File: src/pkg/csie_defs.svh
// offsets, field positions, reset values and vector constants
`ifndef CSIE_DEFS_SVH
`define CSIE_DEFS_SVH

// apb register byte addresses
`define CSIE_OFF_STATUS   12'h000
`define CSIE_OFF_PEND     12'h004
`define CSIE_OFF_ENABLE   12'h008
`define CSIE_OFF_EVSTAT   12'h00C
`define CSIE_OFF_EVMASK   12'h010

// status register fields
`define CSIE_BIT_CARRY    3'd0
`define CSIE_BIT_NIBBLE   3'd1
`define CSIE_BIT_ZERO     3'd2
`define CSIE_BIT_SLEEP    3'd3
`define CSIE_BIT_WDT      3'd4
`define CSIE_BIT_PAGE     3'd5
`define CSIE_STATUS_RST   8'h00
`define CSIE_STATUS_WMASK 8'hE7

// event status fields
`define CSIE_EV_WDT       2'd0
`define CSIE_EV_SLEEP     2'd1
`define CSIE_EV_ACCEPT    2'd2
`define CSIE_EV_RST       3'h0

// interrupt entry
`define CSIE_RESET_VEC    12'h000
`define CSIE_IRQ_VEC      12'h001
`define CSIE_NUM_SRC      8

`endif

File: src/pkg/csie_pkg.sv
// types shared by the status and interrupt entry block
package csie_pkg;
  typedef logic [7:0]  csie_byte_t;
  typedef logic [11:0] csie_addr_t;
  typedef logic [31:0] csie_word_t;
  typedef enum logic [1:0] {
    CSIE_OP_LOGIC,
    CSIE_OP_ADD,
    CSIE_OP_SUB
  } csie_op_e;
  typedef enum logic [1:0] {
    CSIE_LK_FREE,
    CSIE_LK_SERVING,
    CSIE_LK_RETURNING
  } csie_lock_e;
endpackage : csie_pkg

File: src/pkg/csie_flag_if.sv
// carrier between the status block and its flag evaluator
`timescale 1ns/10ps
`default_nettype none
interface csie_flag_if;
  import csie_pkg::*;
  csie_byte_t opA;
  csie_byte_t opB;
  csie_byte_t result;
  csie_op_e   op;
  logic       carry;
  logic       nibble;
  logic       zero;
  modport core (output opA, opB, result, op, input carry, nibble, zero);
  modport eval (input opA, opB, result, op, output carry, nibble, zero);
endinterface : csie_flag_if
`default_nettype wire

File: src/csie_alu_flags.sv
// carry, nibble carry and zero evaluation for one alu operation
`timescale 1ns/10ps
`default_nettype none
module csie_alu_flags (
  // operands and flags
  csie_flag_if.eval fl
);
  import csie_pkg::*;

  logic [8:0] full;
  logic [4:0] low;
  logic [7:0] opBEff;
  logic       cin;

  // subtract is add of complement plus one, so carry reads as no-borrow
  always_comb begin
    opBEff = (fl.op == CSIE_OP_SUB) ? ~fl.opB : fl.opB;
    cin    = (fl.op == CSIE_OP_SUB);
    full   = {1'b0, fl.opA} + {1'b0, opBEff} + {8'h00, cin};
    low    = {1'b0, fl.opA[3:0]} + {1'b0, opBEff[3:0]} + {4'h0, cin};
  end

  assign fl.nibble = low[4];
  assign fl.carry  = full[8];
  assign fl.zero   = (fl.result == 8'h00);
endmodule : csie_alu_flags
`default_nettype wire

File: src/csie_status_irq.sv
// cpu status register and single-vector interrupt entry
//
// Implementation choices: the register addresses and the APB register port.
`timescale 1ns/10ps
`default_nettype none
`include "csie_defs.svh"
module csie_status_irq (
  // clock and reset
  input  wire logic                clk,
  input  wire logic                arst_n,
  // pin or watchdog reset request, asynchronous level
  input  wire logic                softRstReq,
  // apb slave
  input  wire logic                psel,
  input  wire logic                penable,
  input  wire logic                pwrite,
  input  wire logic [11:0]         paddr,
  input  wire csie_pkg::csie_word_t pwdata,
  output var  csie_pkg::csie_word_t prdata,
  output logic                     pready,
  output logic                     pslverr,
  // instruction sequencer
  input  wire logic                instrEnd,
  input  wire csie_pkg::csie_op_e  aluOp,
  input  wire csie_pkg::csie_byte_t aluA,
  input  wire csie_pkg::csie_byte_t aluB,
  input  wire csie_pkg::csie_byte_t aluResult,
  input  wire logic                affectC,
  input  wire logic                affectNib,
  input  wire logic                affectZ,
  input  wire logic                statusWr,
  input  wire csie_pkg::csie_byte_t statusWrData,
  input  wire logic                watchdogKickInstr,
  input  wire logic                sleepInstr,
  input  wire logic                interruptReturnInstr,
  input  wire logic                wdtTimeout,
  // peripheral events
  input  wire logic [7:0]          srcEvent,
  // core controls
  output var  csie_pkg::csie_byte_t statusOut,
  output logic                     injectCall,
  output var  csie_pkg::csie_addr_t callTarget,
  output logic                     pushReturn,
  output logic                     serviceLock,
  output logic                     irqOut
);
  import csie_pkg::*;
  //------------------------------------------------------------------
  // reset request synchroniser
  //------------------------------------------------------------------
  logic softMeta_ff;
  logic softSync_ff;
  logic softPrev_ff;
  logic softRst;
  // two stages before use
  always_ff @(posedge clk or negedge arst_n) begin
    if (!arst_n) begin
      softMeta_ff <= 1'b0;
      softSync_ff <= 1'b0;
      softPrev_ff <= 1'b0;
    end else begin
      softMeta_ff <= softRstReq;
      softSync_ff <= softMeta_ff;
      softPrev_ff <= softSync_ff;
    end
  end
  // held level acts as a reset for control registers
  assign softRst = softSync_ff | softPrev_ff;

  //------------------------------------------------------------------
  // flag evaluator
  //------------------------------------------------------------------
  csie_flag_if flagBus ();
  assign flagBus.opA    = aluA;
  assign flagBus.opB    = aluB;
  assign flagBus.result = aluResult;
  assign flagBus.op     = aluOp;
  csie_alu_flags u_flags (
    .fl (flagBus.eval)
  );
  //------------------------------------------------------------------
  // apb decode
  //------------------------------------------------------------------
  logic apbWr;
  logic apbRd;
  logic hitStatus;
  logic hitPend;
  logic hitEnable;
  logic hitEvStat;
  logic hitEvMask;
  logic hitAny;
  // zero wait state slave
  assign pready = 1'b1;
  assign apbWr  = psel & penable & pwrite;
  assign apbRd  = psel & penable & ~pwrite;
  // address decode
  always_comb begin
    hitStatus = 1'b0;
    hitPend   = 1'b0;
    hitEnable = 1'b0;
    hitEvStat = 1'b0;
    hitEvMask = 1'b0;
    if (paddr == `CSIE_OFF_STATUS) begin
      hitStatus = 1'b1;
    end else if (paddr == `CSIE_OFF_PEND) begin
      hitPend = 1'b1;
    end else if (paddr == `CSIE_OFF_ENABLE) begin
      hitEnable = 1'b1;
    end else if (paddr == `CSIE_OFF_EVSTAT) begin
      hitEvStat = 1'b1;
    end else if (paddr == `CSIE_OFF_EVMASK) begin
      hitEvMask = 1'b1;
    end
  end
  assign hitAny  = hitStatus | hitPend | hitEnable | hitEvStat | hitEvMask;
  assign pslverr = psel & penable & ~hitAny;

  //------------------------------------------------------------------
  // status register
  //------------------------------------------------------------------
  csie_byte_t status_ff;
  csie_byte_t nxt_status;
  csie_byte_t wrVal;
  logic       wrEn;
  logic [7:0] keepMask;
  // software write from the core or the bus; core wins on a tie
  always_comb begin
    wrEn  = (instrEnd & statusWr) | (apbWr & hitStatus);
    wrVal = (instrEnd & statusWr) ? statusWrData : pwdata[7:0];
  end
  // next status value
  always_comb begin
    nxt_status = status_ff;
    keepMask   = `CSIE_STATUS_WMASK;
    if (instrEnd) begin
      // flags the instruction updates are not writable
      if (affectC) keepMask[`CSIE_BIT_CARRY] = 1'b0;
      if (affectNib) keepMask[`CSIE_BIT_NIBBLE] = 1'b0;
      if (affectZ) keepMask[`CSIE_BIT_ZERO] = 1'b0;
    end
    if (wrEn) begin
      nxt_status = (status_ff & ~keepMask) | (wrVal & keepMask);
    end
    if (instrEnd) begin
      if (affectC) nxt_status[`CSIE_BIT_CARRY] = flagBus.carry;
      if (affectNib) nxt_status[`CSIE_BIT_NIBBLE] = flagBus.nibble;
      if (affectZ) nxt_status[`CSIE_BIT_ZERO] = flagBus.zero;
    end
    // watchdog flag clears on kick or sleep
    if (instrEnd & (watchdogKickInstr | sleepInstr)) begin
      nxt_status[`CSIE_BIT_WDT] = 1'b0;
    end
    // sleep flag clears on kick, sets on sleep
    if (instrEnd & watchdogKickInstr) begin
      nxt_status[`CSIE_BIT_SLEEP] = 1'b0;
    end else if (instrEnd & sleepInstr) begin
      nxt_status[`CSIE_BIT_SLEEP] = 1'b1;
    end
    if (wdtTimeout) begin
      nxt_status[`CSIE_BIT_WDT] = 1'b1;
    end
    // soft reset clears all but the reset-cause flags
    if (softRst) begin
      nxt_status = (nxt_status & ~`CSIE_STATUS_WMASK)
                   | (`CSIE_STATUS_RST & `CSIE_STATUS_WMASK);
    end
  end

  // power-on reset clears both cause flags
  always_ff @(posedge clk or negedge arst_n) begin
    if (!arst_n) begin
      status_ff <= `CSIE_STATUS_RST;
    end else begin
      status_ff <= nxt_status;
    end
  end
  assign statusOut = status_ff;

  //------------------------------------------------------------------
  // pending flags and enables
  //------------------------------------------------------------------
  logic [7:0] pend_ff;
  logic [7:0] enable_ff;
  logic [7:0] request;
  logic       accept;
  // events set pending whatever the enable; set beats clear
  always_ff @(posedge clk or negedge arst_n) begin
    if (!arst_n) begin
      pend_ff <= 8'h00;
    end else if (softRst) begin
      pend_ff <= 8'h00;
    end else if (apbWr & hitPend) begin
      pend_ff <= (pend_ff & ~pwdata[7:0]) | srcEvent;
    end else begin
      pend_ff <= pend_ff | srcEvent;
    end
  end

  // per-source enables
  always_ff @(posedge clk or negedge arst_n) begin
    if (!arst_n) begin
      enable_ff <= 8'h00;
    end else if (softRst) begin
      enable_ff <= 8'h00;
    end else if (apbWr & hitEnable) begin
      enable_ff <= pwdata[7:0];
    end
  end

  // level request from every armed pending flag
  assign request = pend_ff & enable_ff;

  //------------------------------------------------------------------
  // service lock
  //------------------------------------------------------------------
  csie_lock_e lock_ff;
  // any armed source shares the one entry
  // taken only at instruction end, one shared vector
  assign accept = instrEnd & (lock_ff == CSIE_LK_FREE) & (|request)
                  & ~softRst;

  // lock drops at the end of the instruction after return
  always_ff @(posedge clk or negedge arst_n) begin
    if (!arst_n) begin
      lock_ff <= CSIE_LK_FREE;
    end else if (softRst) begin
      lock_ff <= CSIE_LK_FREE;
    end else begin
      case (lock_ff)
        CSIE_LK_FREE: begin
          if (accept) lock_ff <= CSIE_LK_SERVING;
        end
        CSIE_LK_SERVING: begin
          if (instrEnd & interruptReturnInstr) begin
            lock_ff <= CSIE_LK_RETURNING;
          end
        end
        CSIE_LK_RETURNING: begin
          if (instrEnd) lock_ff <= CSIE_LK_FREE;
        end
        default: lock_ff <= CSIE_LK_FREE;
      endcase
    end
  end
  assign serviceLock = (lock_ff != CSIE_LK_FREE);

  //------------------------------------------------------------------
  // call injection
  //------------------------------------------------------------------
  logic       inject_ff;
  csie_addr_t target_ff;
  // one-cycle call request toward the sequencer
  always_ff @(posedge clk or negedge arst_n) begin
    if (!arst_n) begin
      inject_ff <= 1'b0;
      target_ff <= `CSIE_RESET_VEC;
    end else begin
      inject_ff <= accept;
      if (accept) target_ff <= `CSIE_IRQ_VEC;
    end
  end
  assign injectCall = inject_ff;
  assign callTarget = target_ff;
  // entry pushes the return address like a call
  assign pushReturn = inject_ff;

  //------------------------------------------------------------------
  // block event status and mask
  //------------------------------------------------------------------
  logic [2:0] evStat_ff;
  logic [2:0] evMask_ff;
  logic [2:0] evSet;
  assign evSet = {accept, instrEnd & sleepInstr, wdtTimeout};
  // sticky bits cleared by a read; a new event wins
  always_ff @(posedge clk or negedge arst_n) begin
    if (!arst_n) begin
      evStat_ff <= `CSIE_EV_RST;
    end else if (apbRd & hitEvStat) begin
      evStat_ff <= evSet;
    end else begin
      evStat_ff <= evStat_ff | evSet;
    end
  end

  // event mask
  always_ff @(posedge clk or negedge arst_n) begin
    if (!arst_n) begin
      evMask_ff <= `CSIE_EV_RST;
    end else if (apbWr & hitEvMask) begin
      evMask_ff <= pwdata[2:0];
    end
  end
  assign irqOut = |(evStat_ff & evMask_ff);

  //------------------------------------------------------------------
  // read mux
  //------------------------------------------------------------------
  always_comb begin
    prdata = 32'h0000_0000;
    if (hitStatus) begin
      prdata[7:0] = status_ff;
    end else if (hitPend) begin
      prdata[7:0] = pend_ff;
    end else if (hitEnable) begin
      prdata[7:0] = enable_ff;
    end else if (hitEvStat) begin
      prdata[2:0] = evStat_ff;
    end else if (hitEvMask) begin
      prdata[2:0] = evMask_ff;
    end
  end
endmodule : csie_status_irq
`default_nettype wire

File: config.mk
export PLATFORM = sky130hd
export DESIGN_NAME = csie_status_irq
export DESIGN_NICKNAME = d
export VERILOG_FILES = /design/src/pkg/csie_pkg.sv /design/src/pkg/csie_flag_if.sv /design/src/csie_alu_flags.sv /design/src/csie_status_irq.sv
export VERILOG_INCLUDE_DIRS = /design/src /design/src/pkg
export SDC_FILE = /design/constraint.sdc
export NUM_CORES = 1
export LEC_CHECK = 0
export ABC_AREA = 1
export BUFFER_PORTS_ARGS = -buffer_cell sky130_fd_sc_hd__buf_2
export CORE_MARGIN = 2
export CORE_UTILIZATION = 44
export DETAILED_ROUTE_END_ITERATION = 7
export PLACE_DENSITY = 0.84
export SLEW_MARGIN = 20
export SYNTH_ARGS = -nofsm -noshare
export SYNTH_HDL_FRONTEND = slang
export SYNTH_HIERARCHICAL = 1
export SYNTH_SLANG_ARGS = --single-unit
File: constraint.sdc
create_clock -name clk -period 1.6 [get_ports clk]
set_input_delay 0.16 -clock clk [delete_from_list [all_inputs] [get_ports clk]]
set_output_delay 0.16 -clock clk [all_outputs]
set_load 0.1 [all_outputs]
==> results_dict.tcl <==
set metrics [dict create \
    power_uw 2480 \
    finalHoldViolations 0 \
    fillers 519 \
    cpMostUsedCell "nor2_4" \
    initial_core_util_pct 45.8 \
    ff2ff_path_depth 7 \
    status "finished, violations left" \
    synth_area_um2 2710 \
    rsz0062_at_grt "yes" \
    grt_pass1_wl_um 11700 \
    clock_latency_ns 0.30 \
    h-tree-depth 2 \
    drc 0 \
    p_leak_uw 0.00202 \
    whs_ns 0.0643 \
    clockBufferDepth 2 \
    path_cells "buf_6 > nor2_4 > nand2_2 > nor2_4 > nand4_1 > buf_6 > nor2_4 > nor2_4 > nor2_4 > buf_12" \
    slew_viol_final 0 \
    worstReg2RegEnd "callTarget[0]$_DFFE_PN0P_" \
    max_stage_delay_ns 0.22 \
    avgRoutedWirePerCell_um 12.8 \
    io_pins 159 \
    synth_warnings 6 \
    cp-end-kind "primary output" \
    cts_tree "yes" \
    maxCapViolCount 0 \
    row_count 28 \
    dpl.hpwl_um 6020 \
    ys_seq_area_share_pct 34.2 \
    ff2ff_setup_slack_ns 0.20 \
    grt_overflow 0 \
    final_antenna_net_count 0 \
    diodes 0 \
    synth_cells 390 \
    ir_drop_mv 0.581 \
    hold_start "wdtTimeout" \
    power.density_nw_per_um2 646 \
    violations "setup timing" \
    synth_top_area_share_pct 34.2 \
    required_ns 1.44 \
    setup_violations 1 \
    routed_wl_um 7560 \
    die_y_um 82.5 \
    viasPerCell 4.83 \
    worstPathMaxFanout 6 \
    grtUsageTotal_pct 22.6 \
    gp_congestion 0.863 \
    worst_slack_ns -0.0245 \
    vias 2844 \
    synth_area_leader_cell "dfrtp_1" \
    root_buffer "clkbuf_8" \
    holdPathStages 3 \
    drt-initial-drc-count 171 \
    layout-drive-gt1-share_pct 37.5 \
    fin_nets 621 \
    clock_skew_ns 0.00953 \
    grt_start_max_net_pins 22 \
    hold_class "primary input to flip-flop" \
    critPathKind "primary input to primary output" \
    drtPass1Iterations 4 \
    critical_path_arrival_ns 1.46 \
    regArea_um2 936 \
    ys_types 33 \
    fin_setup_tns_ns -0.0245 \
    design.core.area_um2 5920 \
    clock.fmax_mhz 616 \
    die_width_um 82.5 \
    die-area_um2 6800 \
    cp-start-kind "primary input" \
    slowest_stage "nor2_4" \
    grt_pass1_vias 2734 \
    ys_ff_latch 37 \
    antenna_found_initial 0 \
    r2r_start "pend_ff[3]$_DFF_PN0_" \
    numCtsBuffers 5 \
    syn_to_final_growth_pct 41.9 \
    ys_top_cells_by_area "dfrtp_1 34%, nand2_1 16%, buf_4 10%" \
    cts_sinks 37 \
    synth_area_per_cell_um2 6.95 \
    period_share_pct 102 \
    post-route-util_pct 65.0 \
    multi_input_area_um2 1670 \
    portBuffers 96 \
    min_to "statusOut[4]$_DFF_PN0_" \
    min_period_ns 1.62 \
    clk_pin_slew_ns 0.07 \
]
## logic make-up after synthesis
group                      count (synthesis)  share of synthesized area [%]
and+or+nand+nor                          203                           33.1
other                                      2                          0.277
AOI/OAI and AO/OA                         40                           7.76
buffers and inverters                     91                           17.9
xor gates and xnor gates                   7                           2.26
DFF                                       37                           34.2
adders and majority gates                  7                           3.23
muxes                                      3                           1.25
## cell usage after synthesis
library cell	count
a21oi_2	1
and2_1	1
ha_1	7
nand3b_1	1
nor2_4	2
a211oi_1	1
nand2_2	2
nand3_1	32
or2_2	1
nand2_4	1
nor4_1	2
nand2_1	113
o21ai_1	1
nor3_4	1
buf_2	4
inv_2	3
dfrtp_1	37
nand3_4	1
inv_1	46
conb_1	2
clkbuf_1	1
xnor2_1	7
a31oi_1	3
nor3b_1	1
nor2_2	1
a21oi_1	17
nor3_1	3
buf_4	37
o21ai_0	17
mux2_2	3
nand4_1	5
nor3_2	1
nor2_1	35
## sequential cells by signal, indices dropped and copies added (netlist names)
name and flops:
enable_ff 8, pend_ff 8, statusOut 8, evMask_ff 3
evStat_ff 3, lock_ff 2, callTarget 1, injectCall 1
softMeta_ff 1, softPrev_ff 1, softSync_ff 1
## layout by cell type, fill, tap and decap left out, types with 7 or more instances in the layout
cell / count
a21oi_1: 15
buf_12: 9
buf_2: 82
buf_4: 22
buf_6: 9
conb_1: 36
dfrtp_1: 29
dfrtp_2: 8
ha_1: 7
inv_1: 44
nand2_1: 106
nand2_2: 8
nand3_1: 27
nor2_1: 19
nor2_2: 9
nor2_4: 10
o21ai_0: 15
xnor2_1: 7
## metrics by stage
step / instance area (µm²) / cells / worst slack, ns
2_1_floorplan: 3000 / 424 / -0.0543
3_3_place_gp: 3570 / 575 / -0.0395
3_5_place_dp: 3570 / 575 / -0.0806
4_1_cts: 3700 / 587 / 0.00323
5_1_grt: 3850 / 589 / -0.0716
6_report: 3850 / 589 / -0.0245
## report_power, final
| group | switching [µW] | total [µW] | internal [µW] |
|---|---|---|---|
| sequential | 20.5 | 980 | 960 |
| combinational | 668 | 856 | 188 |
| clock | 345 | 647 | 302 |
## critical path: cells and delay by family
| family | cells | cell delay [ns] |
|---|---|---|
| buffers and inverters | 3 | 0.44 |
| AND/OR/NAND/NOR | 7 | 0.85 |
## routing by layer
layer / GRT usage, % / wire length [µm] / vias up
met2: 41.1 / 3930 / 116
met5: 0 / 0 / -
met1: 25.6 / 2980 / 1316
met4: 8.33 / 95 / 0
li1: - / - / 1404
met3: 5.00 / 554 / 8
## how the worst max path moves through the flow
stage	startpoint	to	depth (start not counted)
final	paddr[6]	prdata[3]	10
after global routing	paddr[6]	prdata[3]	10
after CTS	paddr[11]	prdata[0]	11
after detailed placement	aluOp[0]	statusOut[0]$_DFF_PN0_	11
after global placement	paddr[0]	prdata[0]	10
after floorplan	paddr[7]	prdata[4]	6
## timing repair
item,in CTS,in global routing
setup buffers,2,4
hold buffers,2,0
pin swaps,2,18
resized for setup,5,34
endpoints found under the setup margin,8,8
hold endpoints to repair,20,0
## final cells by class
class,count,share of cell area [%]
Multi-Input combinational cell,296,43.4
Clock buffer,6,1.89
Timing Repair Buffer,124,22.8
Tap cell,75,2.44
Sequential cell,37,24.3
Inverter,49,4.88
Clock inverter,2,0.260
Power figures use the tool's default switching activity.
